==> src/rtl/serdes_cfg_pkg.sv <==
// Constants for the line-side serdes configuration register bank
package serdes_cfg_pkg;
    // Management device that holds these registers (informational)
    localparam logic [4:0] MGMT_DEVICE = 5'h1e;
    // Register indices; byte address is four times the index
    localparam logic [5:0] IDX_CTRL1 = 6'h02;
    localparam logic [5:0] IDX_CTRL2 = 6'h03;
    localparam logic [5:0] IDX_CTRL3 = 6'h04;
    localparam logic [5:0] IDX_OVR = 6'h10;
    localparam logic [5:0] IDX_STAT = 6'h11;
    // Reset values
    localparam logic [15:0] CTRL1_RST = 16'h811d;
    localparam logic [15:0] CTRL2_RST = 16'h8848;
    localparam logic [15:0] CTRL3_RST = 16'h1800;
    localparam logic [7:0] OVR_RST = 8'h00;
    // Control register one
    localparam int PLL_HI = 3;
    localparam int PLL_LO = 0;
    // Control register two
    localparam int SWING_HI = 15;
    localparam int SWING_LO = 12;
    localparam int TXEN_BIT = 11;
    localparam int EQHOLD_BIT = 10;
    localparam int TXRATE_HI = 9;
    localparam int TXRATE_LO = 8;
    localparam int RXEN_BIT = 3;
    localparam int RXRATE_HI = 2;
    localparam int RXRATE_LO = 0;
    // Control register three
    localparam int TRACK_BIT = 15;
    localparam int PRE_HI = 14;
    localparam int PRE_LO = 12;
    localparam int ORDER_HI = 11;
    localparam int ORDER_LO = 10;
    localparam int VOTE_HI = 9;
    localparam int VOTE_LO = 8;
    localparam int PEAK_BIT = 6;
    localparam int SHORT_BIT = 5;
    localparam int CRF_HI = 4;
    localparam int CRF_LO = 0;
    // Override register
    localparam int OVR_EQ_BIT = 0;
    localparam int OVR_TRACK_BIT = 1;
    localparam int OVR_CRF_BIT = 2;
    localparam int OVR_RATE_BIT = 3;
    localparam int OVR_RXEN_BIT = 4;
    localparam int GLOBAL_PD_BIT = 5;
    // Special codes
    localparam logic [2:0] PRE_OFF = 3'h7;
    localparam logic [1:0] ORDER_RSV = 2'h3;
    localparam logic [5:0] VOTE_BASE = 6'h04;
    localparam logic [2:0] RXRATE_FULL = 3'h0;
    localparam logic [2:0] RXRATE_HALF = 3'h5;
    localparam logic [2:0] RXRATE_QUARTER = 3'h6;
    localparam logic [2:0] RXRATE_EIGHTH = 3'h7;
endpackage

==> src/rtl/hs_serdes_config_regs.sv <==
// Line-side serdes configuration registers with Wishbone slave
// What this block does
// - Decode PLL multiplier code to factor; 0000, 0001, 1111 reserved.
// - Swing code lives in bits 15:12 of register two, resets 1000.
// - Swing codes map monotonically to sixteen amplitudes, 130 to 1400 mV.
// - Bit 11 enables the transmitter, resets to one.
// - Transmitter forced off by low power-down pin or global power-down.
// - Bit 10 freezes the receive equalizer when set, resets zero.
// - Hold, track and cursor fields follow training unless overridden.
// - Transmit rate bits 9:8 select full, half, quarter, eighth.
// - Rates and multiplier automatic unless frequency select or override.
// - Receive rate 000, 101, 110, 111 valid; other codes reserved.
// - Bit 3 receiver enable, auto unless overridden, off at power-down.
// - Bit 15 of register three forces ADC track mode.
// - Bits 14:12 pick precursor ninths; 111 disables, resets 001.
// - Bits 11:10 pick recovery loop order; 11 reserved, resets 10.
// - Bits 9:8 pick four to thirty-two vote threshold, resets 00.
// - Bit 6 turns off high-frequency peaking, for slow links.
// - Bit 5 selects short-channel clock recovery mode.
// - Cursor reduction code in bits 4:0 of register three, resets zero.
// - Cursor codes map to percent; 00111 to 01111 reserved.
// - Register two at index 3, resets 0x8848, reserved bits kept.
// - Multiplier code in bits 3:0 of register one, resets 1101.
`timescale 1ns/1ps
`default_nettype none
module hs_serdes_config_regs (
    input wire logic clk_i,
    input wire logic rst_i,
    input wire logic wb_cyc_i,
    input wire logic wb_stb_i,
    input wire logic wb_we_i,
    input wire logic [7:0] wb_adr_i,
    input wire logic [3:0] wb_sel_i,
    input wire logic [31:0] wb_dat_i,
    output logic [31:0] wb_dat_o,
    output logic wb_ack_o,
    input wire logic channel_powerdown_n_i,
    input wire logic ref_frequency_select_one_i,
    input wire logic lt_eq_hold_i,
    input wire logic lt_adc_track_i,
    input wire logic [4:0] lt_cursor_reduction_i,
    input wire logic [1:0] auto_tx_rate_i,
    input wire logic [2:0] auto_rx_rate_i,
    input wire logic [3:0] auto_pll_multiplier_i,
    input wire logic auto_rx_enable_i,
    output logic [3:0] tx_swing_code_o,
    output logic [10:0] tx_amplitude_mv_o,
    output logic tx_enable_o,
    output logic rx_enable_o,
    output logic eq_hold_o,
    output logic [1:0] tx_rate_sel_o,
    output logic [2:0] rx_rate_sel_o,
    output logic [1:0] rx_rate_shift_o,
    output logic rx_rate_reserved_o,
    output logic [3:0] pll_multiplier_sel_o,
    output logic [6:0] pll_mult_x4_o,
    output logic pll_mult_valid_o,
    output logic adc_track_force_o,
    output logic rx_precursor_en_o,
    output logic [3:0] rx_precursor_ninths_o,
    output logic [1:0] cdr_loop_order_sel_o,
    output logic cdr_order_reserved_o,
    output logic [5:0] cdr_vote_count_o,
    output logic hf_peaking_off_o,
    output logic short_channel_cdr_o,
    output logic [4:0] cursor_reduction_sel_o,
    output logic [9:0] cursor_reduction_tenths_o,
    output logic cursor_reduction_valid_o
);

    typedef struct packed {
        logic [15:0] ctrl1;
        logic [15:0] ctrl2;
        logic [15:0] ctrl3;
        logic [7:0] ovr;
        logic pd_s1;
        logic pd_s2;
        logic rf_s1;
        logic rf_s2;
        logic ack;
        logic [31:0] dat;
        logic [3:0] swing;
        logic [10:0] amp;
        logic tx_en;
        logic rx_en;
        logic eq_hold;
        logic [1:0] tx_rate;
        logic [2:0] rx_rate;
        logic [1:0] rx_shift;
        logic rx_rsv;
        logic [3:0] pll;
        logic [6:0] pll_x4;
        logic pll_ok;
        logic track;
        logic pre_en;
        logic [3:0] pre_num;
        logic [1:0] order;
        logic order_rsv;
        logic [5:0] votes;
        logic peak_off;
        logic short_cdr;
        logic [4:0] crf;
        logic [9:0] crf_tenths;
        logic crf_ok;
    } state_s;

    state_s st_ff;
    state_s nxt_st;

    // Typical amplitude in mV for each swing code
    function automatic logic [10:0] swing_mv(input logic [3:0] c);
        logic [10:0] r;
        r = 11'h000;
        case (c)
            4'h0: r = 11'h082;
            4'h1: r = 11'h0dc;
            4'h2: r = 11'h12c;
            4'h3: r = 11'h186;
            4'h4: r = 11'h1e0;
            4'h5: r = 11'h23a;
            4'h6: r = 11'h294;
            4'h7: r = 11'h2ee;
            4'h8: r = 11'h33e;
            4'h9: r = 11'h3a2;
            4'ha: r = 11'h3fc;
            4'hb: r = 11'h456;
            4'hc: r = 11'h49c;
            4'hd: r = 11'h4f6;
            4'he: r = 11'h53c;
            default: r = 11'h578;
        endcase
        return r;
    endfunction

    // Multiplier factor times four; zero marks a reserved code
    function automatic logic [6:0] mult_x4(input logic [3:0] c);
        logic [6:0] r;
        r = 7'h00;
        case (c)
            4'h2: r = 7'h10;
            4'h3: r = 7'h14;
            4'h4: r = 7'h18;
            4'h5: r = 7'h20;
            4'h6: r = 7'h21;
            4'h7: r = 7'h28;
            4'h8: r = 7'h30;
            4'h9: r = 7'h32;
            4'ha: r = 7'h3c;
            4'hb: r = 7'h40;
            4'hc: r = 7'h42;
            4'hd: r = 7'h50;
            4'he: r = 7'h64;
            default: r = 7'h00;
        endcase
        return r;
    endfunction

    // Cursor reduction in tenths of a percent
    function automatic logic [9:0] crf_pct(input logic [4:0] c);
        logic [9:0] r;
        r = 10'h000;
        case (c)
            5'h01: r = 10'h019;
            5'h02: r = 10'h032;
            5'h03: r = 10'h04b;
            5'h04: r = 10'h064;
            5'h05: r = 10'h078;
            5'h06: r = 10'h096;
            5'h10: r = 10'h0aa;
            5'h11: r = 10'h0c8;
            5'h12: r = 10'h0dc;
            5'h13: r = 10'h0fa;
            5'h14: r = 10'h10e;
            5'h15: r = 10'h12c;
            5'h16: r = 10'h140;
            5'h17: r = 10'h15e;
            5'h18: r = 10'h172;
            5'h19: r = 10'h190;
            5'h1a: r = 10'h1a4;
            5'h1b: r = 10'h1c2;
            5'h1c: r = 10'h1d6;
            5'h1d: r = 10'h1f4;
            5'h1e: r = 10'h208;
            5'h1f: r = 10'h226;
            default: r = 10'h000;
        endcase
        return r;
    endfunction

    // Byte-lane merge of a 16-bit register
    function automatic logic [15:0] merge16(input logic [15:0] old,
                                            input logic [31:0] wd,
                                            input logic [3:0] sel);
        logic [15:0] r;
        r = old;
        if (sel[0]) begin
            r[7:0] = wd[7:0];
        end
        if (sel[1]) begin
            r[15:8] = wd[15:8];
        end
        return r;
    endfunction

    logic [5:0] idx;
    logic req;
    logic wr;
    logic use_reg;
    logic pd_off;
    logic [1:0] txr;
    logic [2:0] rxr;
    logic [3:0] pllc;
    logic [4:0] crfc;
    logic [15:0] stat;
    logic [15:0] rd;

    always_comb begin
        nxt_st = st_ff;
        idx = wb_adr_i[7:2];
        req = wb_cyc_i & wb_stb_i;
        wr = req & wb_we_i & st_ff.ack;
        use_reg = st_ff.rf_s2 | st_ff.ovr[serdes_cfg_pkg::OVR_RATE_BIT];
        pd_off = ~st_ff.pd_s2 | st_ff.ovr[serdes_cfg_pkg::GLOBAL_PD_BIT];
        stat = {8'h00, st_ff.crf_ok, st_ff.order_rsv, st_ff.rx_rsv,
                st_ff.pll_ok, st_ff.track, st_ff.eq_hold, st_ff.rx_en,
                st_ff.tx_en};
        rd = 16'h0000;
        // Unmapped addresses read as zero and are still acknowledged
        if (idx == serdes_cfg_pkg::IDX_CTRL1) begin
            rd = st_ff.ctrl1;
        end else if (idx == serdes_cfg_pkg::IDX_CTRL2) begin
            rd = st_ff.ctrl2;
        end else if (idx == serdes_cfg_pkg::IDX_CTRL3) begin
            rd = st_ff.ctrl3;
        end else if (idx == serdes_cfg_pkg::IDX_OVR) begin
            rd = {8'h00, st_ff.ovr};
        end else if (idx == serdes_cfg_pkg::IDX_STAT) begin
            rd = stat;
        end

        // Pins cross in through two flops; only the second is read
        nxt_st.pd_s1 = channel_powerdown_n_i;
        nxt_st.pd_s2 = st_ff.pd_s1;
        nxt_st.rf_s1 = ref_frequency_select_one_i;
        nxt_st.rf_s2 = st_ff.rf_s1;

        // One-cycle ack, dropped in the cycle after it was given
        nxt_st.ack = req & ~st_ff.ack;
        if (req & ~st_ff.ack) begin
            nxt_st.dat = {16'h0000, rd};
        end

        // Write lands on the edge where ack is seen high
        if (wr) begin
            if (idx == serdes_cfg_pkg::IDX_CTRL1) begin
                nxt_st.ctrl1 = merge16(st_ff.ctrl1, wb_dat_i,
                                       wb_sel_i);
            end else if (idx == serdes_cfg_pkg::IDX_CTRL2) begin
                // Reserved bits are stored as written
                nxt_st.ctrl2 = merge16(st_ff.ctrl2, wb_dat_i, wb_sel_i);
            end else if (idx == serdes_cfg_pkg::IDX_CTRL3) begin
                nxt_st.ctrl3 = merge16(st_ff.ctrl3, wb_dat_i,
                                       wb_sel_i);
            end else if (idx == serdes_cfg_pkg::IDX_OVR) begin
                if (wb_sel_i[0]) begin
                    nxt_st.ovr = wb_dat_i[7:0];
                end
            end
        end

        // Transmit side
        nxt_st.swing = st_ff.ctrl2[serdes_cfg_pkg::SWING_HI:
                                   serdes_cfg_pkg::SWING_LO];
        nxt_st.amp = swing_mv(nxt_st.swing);
        nxt_st.tx_en = st_ff.ctrl2[serdes_cfg_pkg::TXEN_BIT]
                       & ~pd_off;

        // Rate and multiplier selection
        if (use_reg) begin
            txr = st_ff.ctrl2[serdes_cfg_pkg::TXRATE_HI:
                              serdes_cfg_pkg::TXRATE_LO];
            rxr = st_ff.ctrl2[serdes_cfg_pkg::RXRATE_HI:
                              serdes_cfg_pkg::RXRATE_LO];
            pllc = st_ff.ctrl1[serdes_cfg_pkg::PLL_HI:
                               serdes_cfg_pkg::PLL_LO];
        end else begin
            txr = auto_tx_rate_i;
            rxr = auto_rx_rate_i;
            pllc = auto_pll_multiplier_i;
        end
        nxt_st.tx_rate = txr;
        nxt_st.rx_rate = rxr;
        nxt_st.pll = pllc;
        nxt_st.pll_x4 = mult_x4(pllc);
        nxt_st.pll_ok = (mult_x4(pllc) != 7'h00);

        // Reserved receive rates fall back to full rate and are flagged
        nxt_st.rx_rsv = 1'b0;
        case (rxr)
            serdes_cfg_pkg::RXRATE_FULL: nxt_st.rx_shift = 2'h0;
            serdes_cfg_pkg::RXRATE_HALF: nxt_st.rx_shift = 2'h1;
            serdes_cfg_pkg::RXRATE_QUARTER: nxt_st.rx_shift = 2'h2;
            serdes_cfg_pkg::RXRATE_EIGHTH: nxt_st.rx_shift = 2'h3;
            default: begin
                nxt_st.rx_shift = 2'h0;
                nxt_st.rx_rsv = 1'b1;
            end
        endcase

        // Receiver enable
        if (st_ff.ovr[serdes_cfg_pkg::OVR_RXEN_BIT]) begin
            nxt_st.rx_en = st_ff.ctrl2[serdes_cfg_pkg::RXEN_BIT] & ~pd_off;
        end else begin
            nxt_st.rx_en = auto_rx_enable_i & ~pd_off;
        end

        // Training-driven fields take software values only on override
        if (st_ff.ovr[serdes_cfg_pkg::OVR_EQ_BIT]) begin
            nxt_st.eq_hold = st_ff.ctrl2[serdes_cfg_pkg::EQHOLD_BIT];
        end else begin
            nxt_st.eq_hold = lt_eq_hold_i;
        end
        if (st_ff.ovr[serdes_cfg_pkg::OVR_TRACK_BIT]) begin
            nxt_st.track = st_ff.ctrl3[serdes_cfg_pkg::TRACK_BIT];
        end else begin
            nxt_st.track = lt_adc_track_i;
        end
        if (st_ff.ovr[serdes_cfg_pkg::OVR_CRF_BIT]) begin
            crfc = st_ff.ctrl3[serdes_cfg_pkg::CRF_HI:
                               serdes_cfg_pkg::CRF_LO];
        end else begin
            crfc = lt_cursor_reduction_i;
        end
        nxt_st.crf = crfc;
        nxt_st.crf_tenths = crf_pct(crfc);
        // Reserved codes are the 00111..01111 gap
        nxt_st.crf_ok = crfc[4] | (crfc < 5'h07);

        // Receive equalizer and clock recovery
        nxt_st.pre_en = st_ff.ctrl3[serdes_cfg_pkg::PRE_HI:
                                    serdes_cfg_pkg::PRE_LO]
                        != serdes_cfg_pkg::PRE_OFF;
        nxt_st.pre_num = {st_ff.ctrl3[serdes_cfg_pkg::PRE_HI:
                                      serdes_cfg_pkg::PRE_LO],
                          1'b1};
        nxt_st.order = st_ff.ctrl3[serdes_cfg_pkg::ORDER_HI:
                                   serdes_cfg_pkg::ORDER_LO];
        nxt_st.order_rsv = nxt_st.order == serdes_cfg_pkg::ORDER_RSV;
        nxt_st.votes = serdes_cfg_pkg::VOTE_BASE
                       << st_ff.ctrl3[serdes_cfg_pkg::VOTE_HI:
                                      serdes_cfg_pkg::VOTE_LO];
        nxt_st.peak_off = st_ff.ctrl3[serdes_cfg_pkg::PEAK_BIT];
        nxt_st.short_cdr = st_ff.ctrl3[serdes_cfg_pkg::SHORT_BIT];

        // Synchronous reset: registers to defaults, decoded outputs low
        if (rst_i) begin
            nxt_st = '0;
            nxt_st.ctrl1 = serdes_cfg_pkg::CTRL1_RST;
            nxt_st.ctrl2 = serdes_cfg_pkg::CTRL2_RST;
            nxt_st.ctrl3 = serdes_cfg_pkg::CTRL3_RST;
            nxt_st.ovr = serdes_cfg_pkg::OVR_RST;
        end
    end

    always_ff @(posedge clk_i) begin
        st_ff <= nxt_st;
    end

    assign wb_dat_o = st_ff.dat;
    assign wb_ack_o = st_ff.ack;
    assign tx_swing_code_o = st_ff.swing;
    assign tx_amplitude_mv_o = st_ff.amp;
    assign tx_enable_o = st_ff.tx_en;
    assign rx_enable_o = st_ff.rx_en;
    assign eq_hold_o = st_ff.eq_hold;
    assign tx_rate_sel_o = st_ff.tx_rate;
    assign rx_rate_sel_o = st_ff.rx_rate;
    assign rx_rate_shift_o = st_ff.rx_shift;
    assign rx_rate_reserved_o = st_ff.rx_rsv;
    assign pll_multiplier_sel_o = st_ff.pll;
    assign pll_mult_x4_o = st_ff.pll_x4;
    assign pll_mult_valid_o = st_ff.pll_ok;
    assign adc_track_force_o = st_ff.track;
    assign rx_precursor_en_o = st_ff.pre_en;
    assign rx_precursor_ninths_o = st_ff.pre_num;
    assign cdr_loop_order_sel_o = st_ff.order;
    assign cdr_order_reserved_o = st_ff.order_rsv;
    assign cdr_vote_count_o = st_ff.votes;
    assign hf_peaking_off_o = st_ff.peak_off;
    assign short_channel_cdr_o = st_ff.short_cdr;
    assign cursor_reduction_sel_o = st_ff.crf;
    assign cursor_reduction_tenths_o = st_ff.crf_tenths;
    assign cursor_reduction_valid_o = st_ff.crf_ok;

endmodule
`default_nettype wire

==> config.mk <==
export PLATFORM = sky130hd
export DESIGN_NAME = hs_serdes_config_regs
export DESIGN_NICKNAME = d
export VERILOG_FILES = /design/src/rtl/serdes_cfg_pkg.sv /design/src/rtl/hs_serdes_config_regs.sv
export SDC_FILE = /design/constraint.sdc
export NUM_CORES = 1
export LEC_CHECK = 0
export ABC_AREA = 1
export ABC_CLOCK_PERIOD_IN_PS = 2500
export BUFFER_PORTS_ARGS = -buffer_cell sky130_fd_sc_hd__buf_2
export CORE_MARGIN = 10
export CORE_UTILIZATION = 39
export CTS_BUF_LIST = sky130_fd_sc_hd__clkbuf_16
export DETAILED_ROUTE_END_ITERATION = 6
export HOLD_SLACK_MARGIN = 0.08
export PLACE_DENSITY = 0.68
export SLEW_MARGIN = 0
export SYNTH_ARGS = -nofsm -noshare
export SYNTH_HDL_FRONTEND = slang
export SYNTH_SLANG_ARGS = --single-unit
==> constraint.sdc <==
create_clock -name clk_i -period 2.5 [get_ports clk_i]
set_clock_uncertainty 0.05 [all_clocks]
set_input_delay 0.75 -clock clk_i [delete_from_list [all_inputs] [get_ports clk_i]]
set_output_delay 0.75 -clock clk_i [all_outputs]
set_load 0.01 [all_outputs]
# Word level (Yosys, flattened, before mapping)
# Memory sizes are Yosys's and may differ from the RTL's. A register that Yosys moved wholly into a read port is not among the register bits.
# Index checks and enable logic that the tools add are counted.
totals:
  regBits: 141
  rom_bits: 704
  in_bits: 68
  out_inout_bits: 104
  wordCells: 93
  n_memories: 4
memory_table:
  columns: ["memory", "words", "word_bits", "read_ports", "rd_ports_with_merged_regs", "wr", "line_no", "source"]
  rows:
  - ["(name not given)", 32, 10, 1, 0, 0, "hs_serdes_config_regs.sv:162", "case (c)"]
  - ["(name not given)", 16, 10, 1, 1, 0, "hs_serdes_config_regs.sv:114", "case (c)"]
  - ["(name not given)", 16, 7, 1, 1, 0, "hs_serdes_config_regs.sv:139", "case (c)"]
  - ["(name not given)", 16, 7, 1, 0, 0, "hs_serdes_config_regs.sv:139", null]
op_classes:
  n_lt_le_gt_ge: 1
  eq_ne: 10
  shifts: 1
  n_mux: 15
  bitwise_logic: 16
  reduce_logical: 10
ops:
  columns: ["cell", "count"]
  rows:
  - ["16-bit 2-to-1 mux", 3]
  - ["28-bit 2-to-1 mux", 1]
  - ["8-bit 2-to-1 mux", 2]
  - ["6-bit by 2-bit == test with 1-bit output (second input constant)", 2]
  - ["6-bit by 5-bit == test with 1-bit output (second input constant)", 2]
  - ["5-bit AND reduction", 2]
  - ["3-bit == test (second input constant)", 3]
  - ["4-bit AND reduction", 2]
  - ["1-bit bitwise AND", 7]
  - ["7-bit nonzero test", 1]
  - ["6-bit by 3-bit == test with 1-bit output (second input constant)", 1]
  - ["1-bit NOT", 6]
  - ["2-bit case mux with 3 select lines", 1]
  - ["3-bit AND reduction", 2]
  - ["6-bit AND reduction", 1]
  - ["3-bit by 2-bit << shifter with 6-bit output (first input constant)", 1]
  - ["5-bit by 3-bit less-than comparator with 1-bit output (second input constant)", 1]
  - ["5-bit 2-to-1 mux", 1]
  - ["1-bit 2-to-1 mux", 4]
  - ["4-bit 2-to-1 mux", 1]
  - ["4-bit OR reduction", 1]
  - ["3-bit logical NOT", 1]
  - ["3-bit 2-to-1 mux", 1]
  - ["3-bit != test (second input constant)", 1]
  - ["3 further kinds", 5]

# Logic depth before layout (Yosys ltp)
# Gate-level depths: netlist of run 1.
logic_depth:
  depth_word: 6
  ltp_mapped: 14

# Worst setup path before layout of run 1
# Ideal clock, no wire load.
synth_path:
  path_kind: "input -> register"
  start: "input port lt_cursor_reduction_i[0]"
  end: "register st_ff, in the netlist cursor_reduction_tenths_o[5]"
  t_arrival_ns: 1.879
  required_ns: 2.318
  slack_ns: 0.439
  cell_stages: 7
  n_path_buf: 0
  path_cell_list: "o21ai_0 inv_1 ha_1 nand2_1 nand3_1 o211ai_1 a21oi_1"
synth_via:
  elab_chain_cells: 2
synth_lines:
  columns: ["item", "line_no", "source"]
  rows:
  - ["from (decl)", "hs_serdes_config_regs.sv:41", "input wire logic [4:0] lt_cursor_reduction_i,"]
  - ["5-bit 2-to-1 mux", "hs_serdes_config_regs.sv:328", "if (st_ff.ovr[serdes_cfg_pkg::OVR_CRF_BIT]) begin"]
  - ["named net crfc[0]", "hs_serdes_config_regs.sv:213", "logic [4:0] crfc;"]
  - ["memory read 32 x 10 bit", null, null]
  - ["to (signal assigned)", "hs_serdes_config_regs.sv:366", "st_ff <= nxt_st;"]
  - ["to (decl)", "hs_serdes_config_regs.sv:107", "state_s st_ff;"]
# The timed path passes the listed nets, and every way through them passes these cells.
# A chain may end at the register's enable or synchronous reset.

# Worst setup path in the final report of run 1
layout_path:
  start: "register st_ff[111] (netlist bit)"
  end: "register st_ff, in the netlist pll_mult_valid_o"
layout_via:
  elab_chain_cells: 4
layout_lines:
  columns: ["item", "line_no", "source"]
  rows:
  - ["1-bit OR", "hs_serdes_config_regs.sv:222", "use_reg = st_ff.rf_s2 | st_ff.ovr[serdes_cfg_pkg::OVR_RATE_BIT];"]
  - ["4-bit 2-to-1 mux", "hs_serdes_config_regs.sv:279", "if (use_reg) begin"]
  - ["named net pllc[0]", "hs_serdes_config_regs.sv:212", "logic [3:0] pllc;"]
  - ["memory read 16 x 7 bit", null, null]
  - ["7-bit nonzero test", "hs_serdes_config_regs.sv:295", "nxt_st.pll_ok = (mult_x4(pllc) != 7'h00);"]
# The timed path passes the listed nets, and every way through them passes these cells.

==> results.yml, run 1 <==
placement:
  dp_cells: 1098
  portBuffers: 132
  place_congestion: 0.912
  dp_hpwl_mm: 13.4
yosys:
  synth_edf_count: 0
  yosysWarnings: 0
  synthDistinctLibCells: 41
  synth_top_cell_by_area: "dfxtp_1"
  synth_commonest_cells: "dfxtp_1 (145), nand2_1 (104), o21ai_0 (99)"
  synth.area.top_cells: "dfxtp_1 (44%), buf_4 (11%), o21ai_0 (7.6%)"
  ys_ff_latch: 145
  synth_ff_type: "dfxtp_1"
  seq_area_frac_synth_pct: 44.3
  synth-async-reset-ratio_pct: 0
  yosysMostFrequentCell: "dfxtp_1"
  syn_area_um2: 6560
  synthCells: 828
  avgSynthCellArea_um2: 7.92
  synth_top_area_share_pct: 44.3
die:
  die_w_um: 150
  num_io_pins: 172
  dieArea_um2: 22400
  coreArea_um2: 16500
  rows: 47
  initial_core_util_pct: 39.7
  die_h_um: 150
clock_network:
  cts.path.max_buffers: 2
  cts_root_buf: "clkbuf_16"
  cts_resized: 0
  worstSkewPairLatency_ps: 420
  post_cts_buffers: 0
  htree_num_levels: 4
  cts.sinks: 145
  clk_pin_slew_ps: 60
  cts_tree: "built"
  holdBufCountCts: 0
  cts-buffers-inserted: 17
cells_and_area:
  num-nets-final: 984
  area_growth_pct: 13.9
  layout-drive-gt1-share_pct: 21.8
  stdcell_count: 1130
worst_setup_path:
  critPathRequiredTime_ps: 2750
  crit_fanout: 10
  crit_type: "register to register"
  cp-start-kind: "register"
  endpoint_kind: "register"
  worstPathArrival_ps: 2310
drt:
  num_vias: 5454
  drc_errors: 0
  wire_per_inst_um: 15.6
  first_pass_iters: 5
  drtAntennaViolNets: 0
  drt-initial-drc-count: 363
  wirelength_mm: 17.6
  viasPerCell: 4.83
timing:
  final_hold_viol_count: 0
  slew_headroom_pct: 50.2
  fmax_ghz: 0.484
  hold_ws_ps: 350
  tightest_slew_ps: 739
  fin_tns_setup_ps: 0
  fin_crit_sh_pct: 82.6
  finalSetupViolations: 0
  final_max_slew_viol_count: 0
  fin_crit_ps: 2070
  grt_setup_unrepaired: "false"
pwr:
  power_leakage_nw: 3.51
  power_mw: 5.33
  ir_drop_mv: 0.515
  powerDensity_nw_per_um2: 714
outcome:
  status: "finished clean"
worst_hold_path:
  hp-class: "register to register"
global_routing:
  grt_pass1_vias: 5199
  grt_pass1_wl_mm: 27.6
  grt_max_degree: 74
  track_usage_pct: 15.7
  antenna_found_initial: 0
  grt_overflow_total: 0
job:
  drv_cap: 0
-- layer usage --
metal | wire (um) | GRT usage [%] | vias to the layer above
li1 | - | - | 2736
met1 | 7580 | 19.2 | 2491
met2 | 8360 | 25.3 | 197
met3 | 1320 | 4.59 | 30
met4 | 389 | 6.37 | 0
met5 | 0 | 0 | -
-- final cells by class --
type,instances,area (um2)
fillers,1653,9050
flip-flops and latches,145,2900
multi-input cells,501,2580
repair buffers,151,828
clock buffers,17,425
inverters,81,304
well taps,220,275
clock inverters,14,150
diodes,1,2.50
-- where the power goes --
| group | switching [mW] | internal (mW) | leakage [nW] | total, mW |
|---|---|---|---|---|
| logic | 0.280 | 0.152 | 2.04 | 0.432 |
| registers | 0.0234 | 2.38 | 1.19 | 2.40 |
| clock network | 0.958 | 1.54 | 0.280 | 2.50 |
-- per-stage QoR --
step | cell area (um2) | worst slack (ps) | utilization [%]
6_report | 7470 | 434 | 45.2
3_3_place_gp | 6890 | 196 | 41.7
4_1_cts | 7470 | 442 | 45.2
5_1_grt | 7470 | 234 | 45.2
2_1_floorplan | 6630 | 439 | -
3_5_place_dp | 6890 | 149 | 41.7
-- kinds of logic after synthesis --
family	synth area share (%)
mux	0.305
other cells	0.0572
compound gates	16.5
simple gates	17.9
fa+ha+maj	3.63
buf+inv	17.4
flops	44.3
-- registers in the layout, summed over array words and instances, names as in the netlist, 2 cells and up --
| register | flops |
|---|---|
| cdr_loop_order_sel_o | 2 |
| cdr_vote_count_o | 4 |
| cursor_reduction_sel_o | 5 |
| cursor_reduction_tenths_o | 10 |
| pll_mult_x4_o | 7 |
| pll_multiplier_sel_o | 4 |
| rx_precursor_ninths_o | 4 |
| rx_rate_sel_o | 3 |
| rx_rate_shift_o | 2 |
| st_ff | 60 |
| tx_amplitude_mv_o | 10 |
| tx_rate_sel_o | 2 |
| tx_swing_code_o | 4 |
| wb_dat_o | 16 |
-- critical path: stages, from the launching register on --
cell and delay [ps]:
dfxtp_1 340, nor2_2 340, nand2_1 90, o21ai_0 160, inv_1 140, ha_1 200
inv_1 70, nand3_1 70, nand3_1 100, nand2_1 70, inv_1 70, nand3_1 60
nor2_1 130, nor2_1 50
-- final timing paths --
| path | slack [ps] | cells past startpoint | to | from |
|---|---|---|---|---|
| max | 430 | 13 | pll_mult_valid_o | st_ff[111] |
| min | 350 | 2 | st_ff[104] | st_ff[105] |
| max reg2reg | 430 | 13 | pll_mult_valid_o | st_ff[111] |
| min reg2reg | 350 | 2 | st_ff[104] | st_ff[105] |
-- cells in the final DEF, fill, tap and decap left out, drive strengths merged --
cell type / instances
buf: 151
dfxtp: 145
nand2: 107
nor2: 103
o21ai: 100
inv: 80
a21oi: 65
nand3: 39
ha: 19
conb: 19
clkbuf: 17
o211ai: 14
nor3: 11
clkinv: 9
a41oi: 5
o21bai: 3
clkinvlp: 3
bufinv: 3
o22ai: 2
mux2i: 2
a31oi: 2
diode: 1
or2: 1
o221ai: 1
a21o: 1
nor4: 1
a2111oi: 1
o31ai: 1
a211oi: 1
a32o: 1
nand4: 1
o21a: 1
No activity file was read; power rests on OpenSTA's default activity.
==> inputs of run 2 (changes only) <==
Settings changed: ABC_CLOCK_PERIOD_IN_PS 2500 to 2120.
Clock period 2.5 ns to 2.12 ns, I/O delays scaled along.
==> run 2 against run 1 <==
Combinational power grew 20%. Sequential power up 18%. Register-to-register slack worse by 200 ps. Clock power grew 25%. Sequential share of layout area decreased by 0.95 points. Largest power group unchanged.
==> results.yml, run 2 (synthesis results as in run 1) <==
outcome:
  status: "finished clean"
pwr:
  clkPwrFrac_pct: 48.2
  p_int_mw: 4.95
  power_leakage_nw: 3.63
  p_comb_share_pct: 8.0
  powerDensity_nw_per_um2: 845
  switching_share_pct: 23.4
  power_mw: 6.47
  p_sw_mw: 1.52
  ir_drop_mv: 0.599
  pwr-share-seq_pct: 43.8
cells_and_area:
  nFillCells: 1665
  multi_input_area_um2: 2590
  num-nets-final: 1004
  final_cell_mix: "dfxtp_1 (145), buf_2 (132), nand2_1 (104), o21ai_0 (96), nor2_1 (94)"
  fin_area_um2: 7660
  largest_reg_flops: 60
  area_growth_pct: 16.8
  largest-register: "st_ff"
  regArea_um2: 2900
  stdcell_count: 1152
  layout-drive-gt1-share_pct: 23.8
  layout_commonest_cell: "dfxtp_1"
worst_setup_path:
  worstPathArrival_ps: 2140
  cp_cell_sequence: "nor2_4 > nand2_1 > o21ai_1 > inv_1 > ha_1 > nand3_1 > nand2_1 > nor2_1 > nand2_1 > nor2_1 > nor2_1"
  endpoint_kind: "register"
  critical_path.top_delay_family: "simple AND/OR/NAND/NOR gates"
  crit_type: "register to register"
  r2r-end: "pll_mult_valid_o"
  rrSetupSlack_ps: 240
  ff2ff_path_depth: 11
  critPathRequiredTime_ps: 2380
  rr_startpoint: "st_ff[111]"
  cpMaxStageDelayCell: "dfxtp_1"
  crit_fanout: 8
  cp.buffers_inverters: 1
  cp-start-kind: "register"
  crit_path_max_incr_delay_ps: 370
clock_network:
  htree_num_levels: 4
  cts_resized: 0
  cts_root_buf: "clkbuf_16"
  worstSkewPairLatency_ps: 420
  holdBufCountCts: 0
  post_cts_buffers: 0
  cts-buffers-inserted: 17
  clk_pin_slew_ps: 60
  cts_tree: "built"
  cts.sinks: 145
  cts.path.max_buffers: 2
die:
  die_w_um: 150
  num_io_pins: 172
  die_h_um: 150
  dieArea_um2: 22400
  rows: 47
  coreArea_um2: 16500
  initial_core_util_pct: 39.7
drt:
  viasPerCell: 4.76
  drtAntennaViolNets: 0
  first_pass_iters: 5
  num_vias: 5487
  wire_per_inst_um: 15.4
  drt-initial-drc-count: 481
  drc_errors: 0
  wirelength_mm: 17.7
timing:
  fin_tns_setup_ps: 0
  fin_crit_sh_pct: 88.9
  grt_setup_unrepaired: "false"
  hold_ws_ps: 354
  finalSetupViolations: 0
  final_hold_viol_count: 0
  final_max_slew_viol_count: 0
  fin_crit_ps: 1880
  fmax_ghz: 0.531
global_routing:
  grt_pass1_vias: 5224
  track_usage_pct: 15.8
  grt_max_degree: 42
  antenna_found_initial: 1
  grt_pass1_wl_mm: 27.8
  grt_overflow_total: 0
job:
  drv_cap: 0
worst_hold_path:
  hold_end: "st_ff[106]"
  holdPathStages: 2
  hp-start: "st_ff[107]"
  hp-class: "register to register"
placement:
  place_congestion: 0.918
  dpl_cell_area_um2: 7030
  dp_cells: 1118
  dp_hpwl_mm: 13.8
  portBuffers: 132
run 2: cell types whose count changed in the layout (fill, tap and decap cells not counted), moves of 2 or more:
cell,change
buf_4,+21
clkinv_4,+3
o21ai_0,-3
o21ai_1,+3
clkinvlp_4,-2
run 2: power groups by stage:
stage          sequential [mW]  combinational [mW]  clock (mW)
4_1_cts                   2.83               0.523        3.17
5_1_grt                   2.84               0.584        3.28
2_1_floorplan             2.89               0.397           0
6_report                  2.83               0.520        3.12
3_5_place_dp              2.89               0.521           0
3_3_place_gp              2.89               0.519           0
run 2: worst register-to-register path: stages, from the launching register on:
cell and delay [ps]:
dfxtp_1 370, nor2_4 240, nand2_1 80, o21ai_1 170, inv_1 130, ha_1 290
nand3_1 100, nand2_1 50, nor2_1 90, nand2_1 60, nor2_1 100, nor2_1 40
run 2: cell type report:
type / count / share of cell area (%)
antenna: 2 / 0.0653
clock inverter: 15 / 2.52
multi-input combinational: 501 / 33.8
clock buffer: 17 / 5.55
tap: 220 / 3.59
sequential: 145 / 37.9
inverter: 81 / 3.97
timing repair buffer: 171 / 12.6
run 2: how the worst max path moves through the flow:
stage	startpoint	cells past startpoint	slack, ps	to
after floorplan	lt_cursor_reduction_i[0]	7	170	cursor_reduction_tenths_o[5]
after global placement	auto_pll_multiplier_i[0]	12	30	pll_mult_valid_o
after detailed placement	wb_adr_i[6]	9	10	st_ff[133]
after CTS	st_ff[111]	11	120	pll_mult_valid_o
after global routing	st_ff[111]	11	60	pll_mult_valid_o
final	st_ff[111]	11	240	pll_mult_valid_o
run 2: metal layers:
metal | part of all wire (%) | wire, um | global-route usage, % | vias up
met5 | 0 | 0 | 0 | -
met4 | 2.8 | 499 | 7.05 | 0
met3 | 6.9 | 1220 | 4.32 | 32
met2 | 47 | 8400 | 25.1 | 183
met1 | 43 | 7610 | 19.5 | 2484
li1 | - | - | - | 2788
run 2: stage by stage:
| step | util (%) | worst slack (ps) |
|---|---|---|
| 3_5_place_dp | 42.6 | 11.7 |
| 2_1_floorplan | - | 173 |
| 3_3_place_gp | 42.6 | 31.8 |
| 6_report | 46.4 | 235 |
| 5_1_grt | 46.3 | 60.1 |
| 4_1_cts | 46.3 | 123 |
